File: src/shared/bcep_consts.vh
`ifndef BCEP_CONSTS_VH
`define BCEP_CONSTS_VH
// Mode-select codes, echoed back unchanged
`define BCEP_MODE_UART 8'h86
`define BCEP_MODE_CLKD 8'h30
// Command codes and result codes
`define BCEP_CMD_ERASE 8'h40
`define BCEP_CMD_ENABLE 8'h54
`define BCEP_RES_OK 8'h4F
`define BCEP_RES_FAIL 8'h4C
// Low nibbles of negative and error answers
`define BCEP_NAK_LO 4'h1
`define BCEP_ERR_LO 4'h8
// Password or dummy field length minus one
`define BCEP_PWD_LAST 4'hB
// Reset value of the remembered command
`define BCEP_LAST_CMD_RST 8'h00
// Settable bit time range in CLK cycles
`define BCEP_BIT_MIN 18'h0_0008
`define BCEP_BIT_MAX 18'h0_FFFF
`define BCEP_MEAS_SAT 18'h3_FFFF
// Bit times skipped after measuring the first byte, minus one
`define BCEP_SKIP_LAST 4'h7
`endif
File: src/rtl/bcep_top.v
`include "bcep_consts.vh"
`timescale 1ns/1ps
`default_nettype none
module bcep_top (
    input wire CLK,
    input wire RST_B,
    input wire RXD,
    input wire SCLK,
    output wire TXD,
    input wire ERASE_DONE,
    input wire ERASE_OK,
    output wire ERASE_REQ,
    output wire SECURITY_ENABLE_BIT,
    output wire BOOT_ABORT,
    output wire CLOCKED_MODE
);
    localparam LS_DETECT = 3'd0;
    localparam LS_MEAS = 3'd1;
    localparam LS_SKIP = 3'd2;
    localparam LS_IDLE = 3'd3;
    localparam LS_URX = 3'd4;
    localparam LS_TX = 3'd5;
    localparam LS_DEAD = 3'd6;
    localparam P_MODE = 3'd0;
    localparam P_CMD = 3'd1;
    localparam P_PWD = 3'd2;
    localparam P_CSUM = 3'd3;
    localparam P_EN = 3'd4;
    localparam P_ERASE = 3'd5;
    localparam P_ACK = 3'd6;

    function [7:0] bcep_ack;
        input [7:0] last;
        input [3:0] lo;
        begin
            bcep_ack = {last[7:4], lo};
        end
    endfunction

    reg rxd_s1_ff, rxd_s2_ff, rxd_d_ff, sclk_s1_ff, sclk_s2_ff, sclk_d_ff;
    reg [2:0] lk_st_ff;
    reg mode_ff;
    reg [17:0] tmr_ff;
    reg [17:0] bit_ff;
    reg [3:0] bcnt_ff;
    reg [7:0] sh_ff;
    reg [8:0] txsh_ff;
    reg txd_ff;
    reg vld_ff, err_rx_ff, tx_done_ff;
    reg [7:0] rx_byte_ff;
    reg [2:0] p_st_ff, p_ret_ff;
    reg tx_start_ff;
    reg [7:0] tx_data_ff;
    reg [3:0] pcnt_ff;
    reg [7:0] sum_ff;
    reg err_ff;
    reg [7:0] last_cmd_ff;
    reg erase_req_ff, sec_ff;

    // Two-stage synchronisers; the second stage and its one-cycle delayed copy feed logic
    always @(posedge CLK or negedge RST_B) begin
        if (!RST_B) begin
            rxd_s1_ff <= 1'b1;
            rxd_s2_ff <= 1'b1;
            rxd_d_ff <= 1'b1;
            sclk_s1_ff <= 1'b1;
            sclk_s2_ff <= 1'b1;
            sclk_d_ff <= 1'b1;
        end else begin
            rxd_s1_ff <= RXD;
            rxd_s2_ff <= rxd_s1_ff;
            rxd_d_ff <= rxd_s2_ff;
            sclk_s1_ff <= SCLK;
            sclk_s2_ff <= sclk_s1_ff;
            sclk_d_ff <= sclk_s2_ff;
        end
    end

    wire rxd_fall = rxd_d_ff & ~rxd_s2_ff;
    wire rxd_rise = ~rxd_d_ff & rxd_s2_ff;
    wire sclk_rise = ~sclk_d_ff & sclk_s2_ff;
    wire sclk_fall = sclk_d_ff & ~sclk_s2_ff;
    wire [7:0] sh_in = {rxd_s2_ff, sh_ff[7:1]};
    wire [17:0] half_bit = {1'b0, bit_ff[17:1]};
    wire [17:0] tmr_tgt = (bcnt_ff == 4'h0) ? half_bit : bit_ff;
    wire tmr_end = (tmr_ff == tmr_tgt - 18'h0_0001);
    wire bit_end = (tmr_ff == bit_ff - 18'h0_0001);
    // Timer reads one short of the low time when the rise is seen
    wire [17:0] meas_cnt = tmr_ff + 18'h0_0001;
    wire [17:0] meas_bit = {1'b0, meas_cnt[17:1]};

    // Byte-level link: mode detection, receive and transmit
    always @(posedge CLK or negedge RST_B) begin
        if (!RST_B) begin
            lk_st_ff <= LS_DETECT;
            mode_ff <= 1'b0;
            tmr_ff <= 18'h0_0000;
            bit_ff <= `BCEP_BIT_MIN;
            bcnt_ff <= 4'h0;
            sh_ff <= 8'h00;
            txsh_ff <= 9'h1_FF;
            txd_ff <= 1'b1;
            vld_ff <= 1'b0;
            err_rx_ff <= 1'b0;
            tx_done_ff <= 1'b0;
            rx_byte_ff <= 8'h00;
        end else begin
            vld_ff <= 1'b0;
            err_rx_ff <= 1'b0;
            tx_done_ff <= 1'b0;
            case (lk_st_ff)
                LS_DETECT: begin
                    if (sclk_rise) begin
                        mode_ff <= 1'b1;
                        sh_ff <= sh_in;
                        bcnt_ff <= 4'h1;
                        lk_st_ff <= LS_IDLE;
                    end else if (rxd_fall) begin
                        tmr_ff <= 18'h0_0000;
                        lk_st_ff <= LS_MEAS;
                    end
                end
                LS_MEAS: begin
                    // A slow host clock edge marks clocked mode
                    if (sclk_rise) begin
                        mode_ff <= 1'b1;
                        sh_ff <= sh_in;
                        bcnt_ff <= 4'h1;
                        lk_st_ff <= LS_IDLE;
                    end else if (rxd_rise) begin
                        if (meas_bit < `BCEP_BIT_MIN || meas_bit > `BCEP_BIT_MAX) begin
                            lk_st_ff <= LS_DEAD;
                        end else begin
                            bit_ff <= meas_bit;
                            tmr_ff <= 18'h0_0000;
                            bcnt_ff <= 4'h0;
                            lk_st_ff <= LS_SKIP;
                        end
                    end else if (tmr_ff == `BCEP_MEAS_SAT) begin
                        lk_st_ff <= LS_DEAD;
                    end else begin
                        tmr_ff <= tmr_ff + 18'h0_0001;
                    end
                end
                LS_SKIP: begin
                    // Start and bit 0 give two bit times low; rest of byte is skipped
                    if (bit_end) begin
                        tmr_ff <= 18'h0_0000;
                        bcnt_ff <= bcnt_ff + 4'h1;
                        if (bcnt_ff == `BCEP_SKIP_LAST) begin
                            rx_byte_ff <= `BCEP_MODE_UART;
                            vld_ff <= 1'b1;
                            bcnt_ff <= 4'h0;
                            lk_st_ff <= LS_IDLE;
                        end
                    end else begin
                        tmr_ff <= tmr_ff + 18'h0_0001;
                    end
                end
                LS_IDLE: begin
                    if (tx_start_ff) begin
                        bcnt_ff <= 4'h0;
                        tmr_ff <= 18'h0_0000;
                        lk_st_ff <= LS_TX;
                        if (mode_ff) begin
                            txd_ff <= tx_data_ff[0];
                            txsh_ff <= {2'b11, tx_data_ff[7:1]};
                        end else begin
                            txd_ff <= 1'b0;
                            txsh_ff <= {1'b1, tx_data_ff};
                        end
                    end else if (mode_ff) begin
                        if (sclk_rise) begin
                            sh_ff <= sh_in;
                            bcnt_ff <= bcnt_ff + 4'h1;
                            if (bcnt_ff == 4'h7) begin
                                rx_byte_ff <= sh_in;
                                vld_ff <= 1'b1;
                                bcnt_ff <= 4'h0;
                            end
                        end
                    end else if (rxd_fall) begin
                        tmr_ff <= 18'h0_0000;
                        bcnt_ff <= 4'h0;
                        lk_st_ff <= LS_URX;
                    end
                end
                LS_URX: begin
                    if (tmr_end) begin
                        tmr_ff <= 18'h0_0000;
                        bcnt_ff <= bcnt_ff + 4'h1;
                        if (bcnt_ff == 4'h0) begin
                            // Glitch rather than start bit
                            if (rxd_s2_ff) begin
                                lk_st_ff <= LS_IDLE;
                            end
                        end else if (bcnt_ff == 4'h9) begin
                            rx_byte_ff <= sh_ff;
                            vld_ff <= 1'b1;
                            // Framing check exists in this mode only
                            err_rx_ff <= ~rxd_s2_ff;
                            bcnt_ff <= 4'h0;
                            lk_st_ff <= LS_IDLE;
                        end else begin
                            sh_ff <= sh_in;
                        end
                    end else begin
                        tmr_ff <= tmr_ff + 18'h0_0001;
                    end
                end
                LS_TX: begin
                    if (mode_ff) begin
                        if (sclk_rise) begin
                            bcnt_ff <= bcnt_ff + 4'h1;
                            if (bcnt_ff == 4'h7) begin
                                txd_ff <= 1'b1;
                                tx_done_ff <= 1'b1;
                                bcnt_ff <= 4'h0;
                                lk_st_ff <= LS_IDLE;
                            end
                        end else if (sclk_fall && bcnt_ff != 4'h0) begin
                            txd_ff <= txsh_ff[0];
                            txsh_ff <= {1'b1, txsh_ff[8:1]};
                        end
                    end else if (bit_end) begin
                        tmr_ff <= 18'h0_0000;
                        bcnt_ff <= bcnt_ff + 4'h1;
                        if (bcnt_ff == 4'h9) begin
                            tx_done_ff <= 1'b1;
                            bcnt_ff <= 4'h0;
                            lk_st_ff <= LS_IDLE;
                        end else begin
                            txd_ff <= txsh_ff[0];
                            txsh_ff <= {1'b1, txsh_ff[8:1]};
                        end
                    end else begin
                        tmr_ff <= tmr_ff + 18'h0_0001;
                    end
                end
                default: begin
                    txd_ff <= 1'b1;
                end
            endcase
        end
    end

    wire rx_bad = err_rx_ff | err_ff;

    // Command sequence; the link is always idle when a byte arrives
    always @(posedge CLK or negedge RST_B) begin
        if (!RST_B) begin
            p_st_ff <= P_MODE;
            p_ret_ff <= P_CMD;
            tx_start_ff <= 1'b0;
            tx_data_ff <= 8'h00;
            pcnt_ff <= 4'h0;
            sum_ff <= 8'h00;
            err_ff <= 1'b0;
            last_cmd_ff <= `BCEP_LAST_CMD_RST;
            erase_req_ff <= 1'b0;
            sec_ff <= 1'b0;
        end else begin
            tx_start_ff <= 1'b0;
            erase_req_ff <= 1'b0;
            case (p_st_ff)
                P_MODE: begin
                    if (vld_ff) begin
                        if (mode_ff && rx_byte_ff != `BCEP_MODE_CLKD) begin
                            p_st_ff <= P_ERASE;
                            p_ret_ff <= P_ERASE;
                        end else begin
                            tx_data_ff <= rx_byte_ff;
                            tx_start_ff <= 1'b1;
                            p_ret_ff <= P_CMD;
                            p_st_ff <= P_ACK;
                        end
                    end
                end
                P_CMD: begin
                    if (vld_ff) begin
                        err_ff <= 1'b0;
                        sum_ff <= 8'h00;
                        pcnt_ff <= 4'h0;
                        last_cmd_ff <= rx_byte_ff;
                        tx_start_ff <= 1'b1;
                        p_st_ff <= P_ACK;
                        p_ret_ff <= P_CMD;
                        if (err_rx_ff) begin
                            tx_data_ff <= bcep_ack(last_cmd_ff, `BCEP_ERR_LO);
                        end else if (rx_byte_ff == `BCEP_CMD_ERASE) begin
                            tx_data_ff <= `BCEP_CMD_ERASE;
                            p_ret_ff <= P_PWD;
                        end else begin
                            tx_data_ff <= bcep_ack(last_cmd_ff, `BCEP_NAK_LO);
                        end
                    end
                end
                P_PWD: begin
                    if (vld_ff) begin
                        sum_ff <= sum_ff + rx_byte_ff;
                        err_ff <= rx_bad;
                        pcnt_ff <= pcnt_ff + 4'h1;
                        if (pcnt_ff == `BCEP_PWD_LAST) begin
                            p_st_ff <= P_CSUM;
                        end
                    end
                end
                P_CSUM, P_EN: begin
                    if (vld_ff) begin
                        tx_start_ff <= 1'b1;
                        p_st_ff <= P_ACK;
                        // Negative answers fall back to command wait
                        p_ret_ff <= P_CMD;
                        if (rx_bad) begin
                            tx_data_ff <= bcep_ack(last_cmd_ff, `BCEP_ERR_LO);
                        end else if (p_st_ff == P_CSUM && sum_ff + rx_byte_ff == 8'h00) begin
                            // Sum plus checksum wraps to zero
                            tx_data_ff <= `BCEP_CMD_ERASE;
                            p_ret_ff <= P_EN;
                        end else if (p_st_ff == P_EN && rx_byte_ff == `BCEP_CMD_ENABLE) begin
                            tx_data_ff <= `BCEP_CMD_ENABLE;
                            p_ret_ff <= P_ERASE;
                        end else begin
                            tx_data_ff <= bcep_ack(last_cmd_ff, `BCEP_NAK_LO);
                        end
                    end
                end
                P_ERASE: begin
                    // Also the dead end of a refused clocked mode byte
                    if (ERASE_DONE && p_ret_ff != P_ERASE) begin
                        sec_ff <= sec_ff | ERASE_OK;
                        tx_data_ff <= ERASE_OK ? `BCEP_RES_OK : `BCEP_RES_FAIL;
                        tx_start_ff <= 1'b1;
                        p_ret_ff <= P_CMD;
                        p_st_ff <= P_ACK;
                    end
                end
                default: begin
                    if (tx_done_ff) begin
                        p_st_ff <= p_ret_ff;
                        erase_req_ff <= (p_ret_ff == P_ERASE);
                        if (p_ret_ff == P_ERASE) begin
                            p_ret_ff <= P_CMD;
                        end
                    end
                end
            endcase
        end
    end

    assign TXD = txd_ff;
    assign ERASE_REQ = erase_req_ff;
    assign SECURITY_ENABLE_BIT = sec_ff;
    assign BOOT_ABORT = (lk_st_ff == LS_DEAD) | (p_st_ff == P_ERASE && p_ret_ff == P_ERASE);
    assign CLOCKED_MODE = mode_ff;
endmodule // bcep_top
`default_nettype wire

File: config.mk
export PLATFORM = sky130hd
export DESIGN_NAME = bcep_top
export DESIGN_NICKNAME = d
export VERILOG_FILES = /design/src/rtl/bcep_top.v
export VERILOG_INCLUDE_DIRS = /design/src /design/src/shared
export SDC_FILE = /design/constraint.sdc
export NUM_CORES = 1
export LEC_CHECK = 0
export BUFFER_PORTS_ARGS = -buffer_cell sky130_fd_sc_hd__buf_2
export CAP_MARGIN = 10
export CORE_MARGIN = 1
export CORE_UTILIZATION = 55
export CTS_CLUSTER_DIAMETER = 60
export CTS_CLUSTER_SIZE = 24
export DETAILED_ROUTE_END_ITERATION = 10
export HOLD_SLACK_MARGIN = 0.06
export PLACE_DENSITY = 0.71
export SKIP_CTS_REPAIR_TIMING = 1
export SYNTH_ARGS = -nofsm -noshare
export SYNTH_HDL_FRONTEND = slang
export SYNTH_SLANG_ARGS = --single-unit
File: constraint.sdc
create_clock -name CLK -period 7.05 [get_ports CLK]
set_input_delay 1.41 -clock CLK [delete_from_list [all_inputs] [get_ports CLK]]
set_output_delay 1.41 -clock CLK [all_outputs]
set_load 0.02 [all_outputs]
==> impl_metrics.tcl, run 1 <==
set metrics [dict create \
    status "finished clean" \
    wl_per_cell_um 19.1 \
    fin_crit_sh_pct 63.9 \
    p_switching_mw 1.47 \
    area_growth_pct 4.00 \
    setup_viol_count_final 0 \
    ys_top_cells_by_count "dfrtp_1, nor2_1, nand2_1" \
    max_freq_mhz 222 \
    p_leak_nw 3.47 \
    ys.warnings.count 0 \
    worstRegToRegCells 16 \
    syn_nets 972 \
    p_total_mw 3.23 \
    fp.dieW_um 123 \
    synth_seq_cells 111 \
    criticalPathCategory "register to register" \
    post-place-ws_ns 2.63 \
    peakVddDrop_mv 0.168 \
    clock-sinks 111 \
    p_int_mw 1.76 \
    grt-ovfl-total 0 \
    insertion_delay_ns 0.37 \
    nets 927 \
    synth.distinct_cells 85 \
    synth-seq-area-share_pct 34.7 \
    initial_core_util_pct 57.2 \
    cts_tree "yes" \
    worstSetupEndpointType "register" \
    instances_no_fill 1091 \
    worstPathCellList "inv_1 > ha_1 > nor3b_2 > buf_4 > mux2i_1 > ha_1 > nor4b_1 > o211ai_1 > nor3b_1 > a31oi_1 > a31oi_1 > nor3_1 > nand3_1 > a211o_1 > nand2_1 > o21ai_0" \
    grt_pass1_wl_mm 34.8 \
    max_slew_margin_pct 33.8 \
    crit_required_ns 7.32 \
    vias 7063 \
    dpl.cell_count 1075 \
    netlist_area_um2 8060 \
    layout_setup_ws_ns 2.55 \
    ios 11 \
    vias_per_cell 6.47 \
    p_comb_share_pct 52.0 \
    switching_share_pct 45.5 \
    rsz0062_at_grt "no" \
    hold_depth 0 \
    hold_viol 0 \
    ant_nets 0 \
    h-tree-depth 3 \
    async_flop_share_pct 100 \
    cap_violations 0 \
    cts_max_path_buffers 2 \
    worst_ep_arrival_time_ns 4.77 \
    drc 0 \
    synth_top_area_cell "dfrtp_1" \
    pwr-share-clk_pct 15.9 \
    slowest_stage "a211o_1" \
    worstMarginPinSlew_ns 0.986 \
    min_period_ns 4.50 \
    ys_top_cells_by_area "dfrtp_1, dfstp_2, xnor2_1" \
    grt_pass1_vias 6593 \
    clk_pin_slew_ns 0.08 \
    finalMaxSlewViolations 0 \
    powerDensity_nw_per_um2 385 \
    ys.flop_type "dfrtp_1" \
    place_congestion 0.922 \
    dieArea_um2 15100 \
    seqPwrFrac_pct 32.1 \
    synthCells 951 \
    wirelength_mm 20.8 \
    synth_edf_count 0 \
    clock_skew_ns 0.0121 \
    max_stage_delay_ns 0.56 \
    numCtsBuffers 9 \
    cts_root_buffer "clkbuf_16" \
    avgSynthCellArea_um2 8.48 \
    antenna_found_initial 0 \
    final.setup.tns_ns 0 \
    port_buffers 10 \
    n_antenna_cell 0 \
    die_h_um 123 \
    grt_util_all_layers_pct 29.7 \
    first_pass_iters 5 \
    rows 43 \
    critPathMaxFanout 29 \
    synth_top_area_share_pct 29.2 \
    fillers 1277 \
    grt_start_max_net_pins 71 \
    drive_gt1_share_pct 11.2 \
    core_area_um2 14100 \
    hold_ws_ns 0.358 \
    drt_iter0_drc 746 \
    dp_hpwl_mm 14.8 \
    hold_path_class "register to register" \
    worstSetupStartpointType "register" \
]
[power groups by stage]
stage	registers, mW	logic (mW)	clock network [mW]
6_report	1.04	1.68	0.515
5_1_grt	1.07	1.86	0.550
4_1_cts	1.03	1.66	0.528
3_5_place_dp	1.04	1.65	0
3_3_place_gp	1.04	1.64	0
2_1_floorplan	0.874	1.49	0
[worst max-delay path: cells and delay by family (launching register included)]
family / cells / cell delay [ns]
compound gates: 5 / 1.39
simple gates: 6 / 1.36
buf+inv: 2 / 0.46
flops: 1 / 0.45
fa+ha+maj: 2 / 0.42
mux: 1 / 0.32
[cell usage in the layout, fill, tap and decap left out, drive strengths merged, types with 19 or more instances in the layout]
cell	n
a22o	23
nand3	30
mux2	27
a21oi	56
nand2	82
mux2i	25
xor2	19
xnor2	51
inv	37
a31oi	25
dfrtp	94
nor2	94
o21ai	43
nor3	31
[sequential cells by signal (all words and copies together) (netlist names), 3 cells and up]
name         flops
bcnt_ff          4
txsh_ff          8
last_cmd_ff      4
tmr_ff          18
tx_data_ff       8
sh_ff            8
rx_byte_ff       8
p_ret_ff         3
sum_ff           8
pcnt_ff          4
p_st_ff          3
bit_ff          17
lk_st_ff         3
[cells by family after synthesis]
kind of cell,synth area share [%]
AO/OA/AOI/OAI,19.9
XOR/XNOR,7.60
flip-flops,34.7
buffers and inverters,5.28
adder cells (fa/ha/maj),2.42
multiplexers,6.87
AND/OR/NAND/NOR,23.2
[path summary, 6_finish.rpt]
| path | startpoint | slack, ns | endpoint |
|---|---|---|---|
| worst max-delay path | bcnt_ff[0] | 2.55 | tmr_ff[15] |
| worst max register to register | bcnt_ff[0] | 2.55 | tmr_ff[15] |
| worst min register to register | rxd_s1_ff | 0.36 | rxd_s2_ff |
| worst min-delay path | rxd_s1_ff | 0.36 | rxd_s2_ff |
| min in group asynchronous | RST_B | 1.02 | bit_ff[16] |
| max in group asynchronous | RST_B | 4.73 | sh_ff[0] |
[metal layers]
| layer | track usage (%) | up-vias | share of wire [%] |
|---|---|---|---|
| met2 | 42.3 | 268 | 43 |
| met3 | 7.52 | 22 | 8.1 |
| li1 | - | 3358 | - |
| met4 | 7.91 | 0 | 1.4 |
| met5 | 0 | - | 0 |
| met1 | 44.3 | 3415 | 48 |
[area by class of cell]
| class | instances | area (µm²) | area share, % |
|---|---|---|---|
| Clock buffer | 9 | 225 | 2.69 |
| Tap cell | 180 | 225 | 2.69 |
| Multi-Input combinational cell | 735 | 4850 | 57.8 |
| Clock inverter | 7 | 72.6 | 0.865 |
| Timing Repair Buffer | 15 | 90.1 | 1.07 |
| Inverter | 34 | 128 | 1.52 |
| Sequential cell | 111 | 2800 | 33.4 |
[per-stage QoR]
stage	util [%]	area, µm²
3_3_place_gp	57.4	8090
2_1_floorplan	-	8060
5_1_grt	59.5	8390
3_5_place_dp	57.4	8090
6_report	59.5	8390
4_1_cts	59.5	8390
Power figures use the tool's default switching activity.
==> run 2, diff against run 1 <==
- PLACE_DENSITY: 0.71 -> 0.74
- clock period: 7.05 -> 3.8 ns (I/O delays scaled with it)
==> impl_metrics.tcl, run 2 (synthesis gave the netlist of run 1 again) <==
set metrics [dict create \
    status "finished, violations left" \
    violations "setup timing" \
    fillers 1130 \
    finalMaxSlewViolations 0 \
    postLayoutCellArea_um2 9280 \
    grt_start_max_net_pins 55 \
    fp.dieW_um 123 \
    dieArea_um2 15100 \
    die_h_um 123 \
    criticalPathCategory "register to register" \
    cts_tree "yes" \
    cts_max_path_buffers 2 \
    dpl.cell_count 1142 \
    worstSetupEndpointType "register" \
    ios 11 \
    regMostFlops "tmr_ff" \
    hold_viol 0 \
    hold_ws_ns 0.359 \
    wl_per_cell_um 19.8 \
    final_core_util_pct 65.9 \
    place_congestion 1.00 \
    drt_iter0_drc 1010 \
    place_area_um2 8640 \
    critPathMaxFanout 7 \
    instances_no_fill 1161 \
    final.setup.tns_ns -0.204 \
    fin_crit_sh_pct 101 \
    setup_viol_count_final 6 \
    regArea_um2 2800 \
    post-place-ws_ns -0.0628 \
    multi_input_area_um2 5150 \
    p_int_mw 3.87 \
    p_comb_share_pct 60.7 \
    cts_root_buffer "clkbuf_16" \
    port_buffers 10 \
    nets 997 \
    wirelength_mm 23.0 \
    grt_pass1_vias 7004 \
    grt_util_all_layers_pct 31.3 \
    clock-sinks 111 \
    max_slew_margin_pct 32.0 \
    layout_setup_ws_ns -0.0459 \
    clk_pin_slew_ns 0.08 \
    powerDensity_nw_per_um2 756 \
    pwr-share-clk_pct 14.1 \
    ant_nets 0 \
    crit_required_ns 4.06 \
    dp_hpwl_mm 16.2 \
    largest_reg_flops 18 \
    drc 0 \
    max_freq_mhz 260 \
    min_period_ns 3.85 \
    area_growth_pct 15.1 \
    worstMarginPinSlew_ns 1.01 \
    insertion_delay_ns 0.37 \
    grt-ovfl-total 0 \
    vias_per_cell 6.55 \
    antenna_found_initial 0 \
    final_cell_mix "dfrtp_1, nor2_1, nand2_1, buf_4, a21oi_1" \
    peakVddDrop_mv 0.475 \
    hold_path_class "register to register" \
    largestRegisters "tmr_ff: 18 flops, bit_ff: 17 flops" \
    grt_pass1_wl_mm 36.4 \
    p_switching_mw 3.15 \
    drive_gt1_share_pct 21.0 \
    p_leak_nw 3.96 \
    rsz0062_at_grt "yes" \
    h-tree-depth 3 \
    worstSetupStartpointType "register" \
    clock_skew_ns 0.00819 \
    cap_violations 0 \
    n_antenna_cell 0 \
    worst_ep_arrival_time_ns 4.10 \
    switching_share_pct 44.8 \
    first_pass_iters 6 \
    vias 7600 \
    initial_core_util_pct 57.2 \
    p_total_mw 7.02 \
    rows 43 \
    core_area_um2 14100 \
    final_common_cell "dfrtp_1" \
    numCtsBuffers 9 \
    seqPwrFrac_pct 25.2 \
]
run 2: cell types whose count changed in the layout (fill, tap and decap cells not counted), sizes merged:
cell / previous run / this run
buf: 15 / 84
a211o: 4 / 5
clkbuf: 9 / 10
clkinvlp: 1 / 0
run 2: power by group through the flow:
stage / clock network, mW / logic [mW] / registers (mW)
after floorplan: 0 / 2.79 / 1.62
after global placement: 0 / 3.61 / 1.76
after detailed placement: 0 / 3.67 / 1.77
after CTS: 1.01 / 3.70 / 1.75
after global routing: 1.04 / 4.61 / 1.80
final: 0.988 / 4.26 / 1.77
run 2: worst paths after layout:
check                                end  startpoint  slack, ns  cells past startpoint
min                            rxd_s2_ff   rxd_s1_ff       0.36                      0
min in group asynchronous     bit_ff[16]       RST_B       0.43                      1
max reg2reg                rx_byte_ff[5]  bcnt_ff[1]      -0.05                     16
min reg2reg                    rxd_s2_ff   rxd_s1_ff       0.36                      0
max in group asynchronous    p_ret_ff[0]       RST_B       2.56                      2
max                        rx_byte_ff[5]  bcnt_ff[1]      -0.05                     16
run 2: routing by layer:
metal / up-vias / wire [µm] / track usage, %
met5: - / 0 / 0
met1: 3632 / 10200 / 46.0
li1: 3507 / - / -
met2: 409 / 9780 / 44.2
met3: 52 / 2500 / 8.90
met4: 0 / 490 / 9.49
run 2: layout make-up:
cell class	count	area share, %
flip-flops and latches	111	30.2
clock buffers	10	2.57
inverters	34	1.37
well taps	180	2.43
multi-input cells	736	55.5
clock inverters	6	0.755
repair buffers	84	7.18
run 2: worst max-delay path, cell delays in order (launching register included):
cell      delay (ns)
dfrtp_1         0.39
inv_2           0.08
ha_4            0.13
nor3b_4         0.24
mux2i_2         0.29
ha_2            0.24
buf_4           0.11
nand2b_1        0.08
a211oi_2        0.24
a21oi_1         0.11
a211oi_2        0.25
xnor2_1         0.13
nor4b_4         0.26
nand3_2         0.15
or4b_4          0.59
nand2_8         0.14
mux2_4          0.31
==> run 3, diff against run 2 <==
- BUFFER_PORTS_ARGS: -buffer_cell sky130_fd_sc_hd__buf_2 -> -buffer_cell sky130_fd_sc_hd__buf_4
- CORE_UTILIZATION: 55 -> 50
- PLACE_DENSITY: 0.74 -> 0.68
==> impl_metrics.tcl, run 3 (synthesis gave the netlist of run 1 again) <==
set metrics [dict create \
    rrSetupSlack_ns 0.09 \
    largest_reg_flops 18 \
    grt_util_all_layers_pct 27.8 \
    rr_endpoint "rx_byte_ff[3]" \
    vias_per_cell 6.11 \
    crit_top_cell "nand3_1" \
    setup_viol_count_final 0 \
    largestRegisters "tmr_ff: 18 flops, bit_ff: 17 flops" \
    fp.dieW_um 129 \
    max_slew_margin_pct 42.1 \
    dp_hpwl_mm 16.3 \
    numCtsBuffers 9 \
    ios 11 \
    worstSetupEndpointType "register" \
    wirelength_mm 22.2 \
    area_growth_pct 14.0 \
    clk_pin_slew_ns 0.08 \
    status "finished clean" \
    hold_path_class "input pin to asynchronous set/reset pin" \
    worst_ep_arrival_time_ns 3.96 \
    rsz0062_at_grt "yes" \
    first_pass_iters 5 \
    final_cell_mix "dfrtp_1, nor2_1, buf_4, nand2_1, a21oi_1" \
    worstPathCellList "inv_2 > ha_4 > or3b_4 > a21oi_2 > ha_2 > nor4b_4 > o211ai_1 > nand2b_1 > xnor2_1 > nand3_1 > nor4b_2 > nand3_1 > or4b_4 > nand2_8 > mux2_4" \
    worstRegToRegCells 15 \
    drc 0 \
    finalMaxSlewViolations 0 \
    fin_crit_sh_pct 97.7 \
    h-tree-depth 3 \
    regMostFlops "tmr_ff" \
    final_core_util_pct 58.1 \
    clock-sinks 111 \
    cap_violations 0 \
    cts_max_path_buffers 2 \
    max_stage_delay_ns 0.59 \
    crit_required_ns 4.05 \
    drt_iter0_drc 883 \
    core_area_um2 15800 \
    hold_viol 0 \
    cts_root_buffer "clkbuf_16" \
    drive_gt1_share_pct 19.6 \
    p_leak_nw 3.93 \
    nets 1005 \
    worstSetupStartpointType "register" \
    grt_pass1_wl_mm 36.0 \
    cts_tree "yes" \
    dieArea_um2 16600 \
    grt_pass1_vias 6762 \
    ant_nets 0 \
    path_buf_inv 1 \
    rows 46 \
    wl_per_cell_um 18.4 \
    n_antenna_cell 0 \
    clock_skew_ns 0.0141 \
    insertion_delay_ns 0.36 \
    min_period_ns 3.71 \
    antenna_found_initial 0 \
    powerDensity_nw_per_um2 719 \
    fillers 1449 \
    initial_core_util_pct 50.9 \
    peakVddDrop_mv 0.446 \
    grt-ovfl-total 0 \
    grt_start_max_net_pins 33 \
    place_congestion 0.947 \
    criticalPathCategory "register to register" \
    final_common_cell "dfrtp_1" \
    worstMarginPinSlew_ns 0.863 \
    cp_top_family "simple AND/OR/NAND/NOR gates" \
    critPathMaxFanout 6 \
    port_buffers 10 \
    vias 7364 \
    slowest_stage "or4b_4" \
    die_h_um 129 \
    reg2reg_from "bcnt_ff[1]" \
    max_freq_mhz 269 \
    p_total_mw 6.61 \
]
## run 3: changes by cell type in the layout (fill, tap and decap cells not counted), moves of 4 or more
cell / before / now
buf_6: 7 / 1
buf_2: 9 / 0
mux2_2: 16 / 22
mux2_4: 11 / 5
a31oi_1: 21 / 25
buf_4: 65 / 90
## run 3: per-layer routing
layer  routed length, µm  part of all wire [%]  global-route usage (%)  vias up
met5                   0                     0                       0        -
met4                 413                   1.9                    8.10        0
met3                1290                   5.8                    4.12       34
met2               10300                    47                    44.3      282
met1               10100                    46                    39.1     3530
li1                    -                     -                       -     3518
## run 3: power by group
part	internal [mW]	switching, mW	total (mW)
registers	1.46	0.319	1.78
logic	1.80	2.10	3.90
clock network	0.458	0.476	0.934
## run 3: per-stage QoR
stage / cell area, µm² / hold slack, ns / std cells / TNS (ns) / worst slack [ns]
floorplan: 8100 / 0.345 / 951 / -0.0915 / -0.0183
finish: 9200 / 0.325 / 1205 / 0 / 0.0884
detailed placement: 8760 / 0.348 / 1185 / 0 / 0.00343
CTS: 9040 / 0.328 / 1201 / -0.218 / -0.0309
global placement: 8760 / 0.345 / 1185 / 0 / 0.0974
global route: 9200 / 0.354 / 1205 / -0.784 / -0.0828
## run 3: worst max path at each step
| stage | startpoint | end | slack [ns] | cells past startpoint |
|---|---|---|---|---|
| after floorplan | bcnt_ff[0] | rx_byte_ff[0] | -0.02 | 17 |
| after global placement | bcnt_ff[1] | rx_byte_ff[5] | 0.1 | 15 |
| after detailed placement | bcnt_ff[1] | rx_byte_ff[6] | 0.003 | 15 |
| after CTS | bcnt_ff[1] | rx_byte_ff[5] | -0.03 | 15 |
| after global routing | bcnt_ff[1] | rx_byte_ff[3] | -0.08 | 15 |
| final | bcnt_ff[1] | rx_byte_ff[3] | 0.09 | 15 |
## run 3: cell type report
type / count / area, µm² / area share, %
clock buffers: 10 / 229 / 2.49
clock inverters: 6 / 51.3 / 0.558
inverters: 34 / 128 / 1.39
multi-input cells: 735 / 4990 / 54.2
flip-flops and latches: 111 / 2800 / 30.5
well taps: 216 / 270 / 2.94
repair buffers: 93 / 727 / 7.91
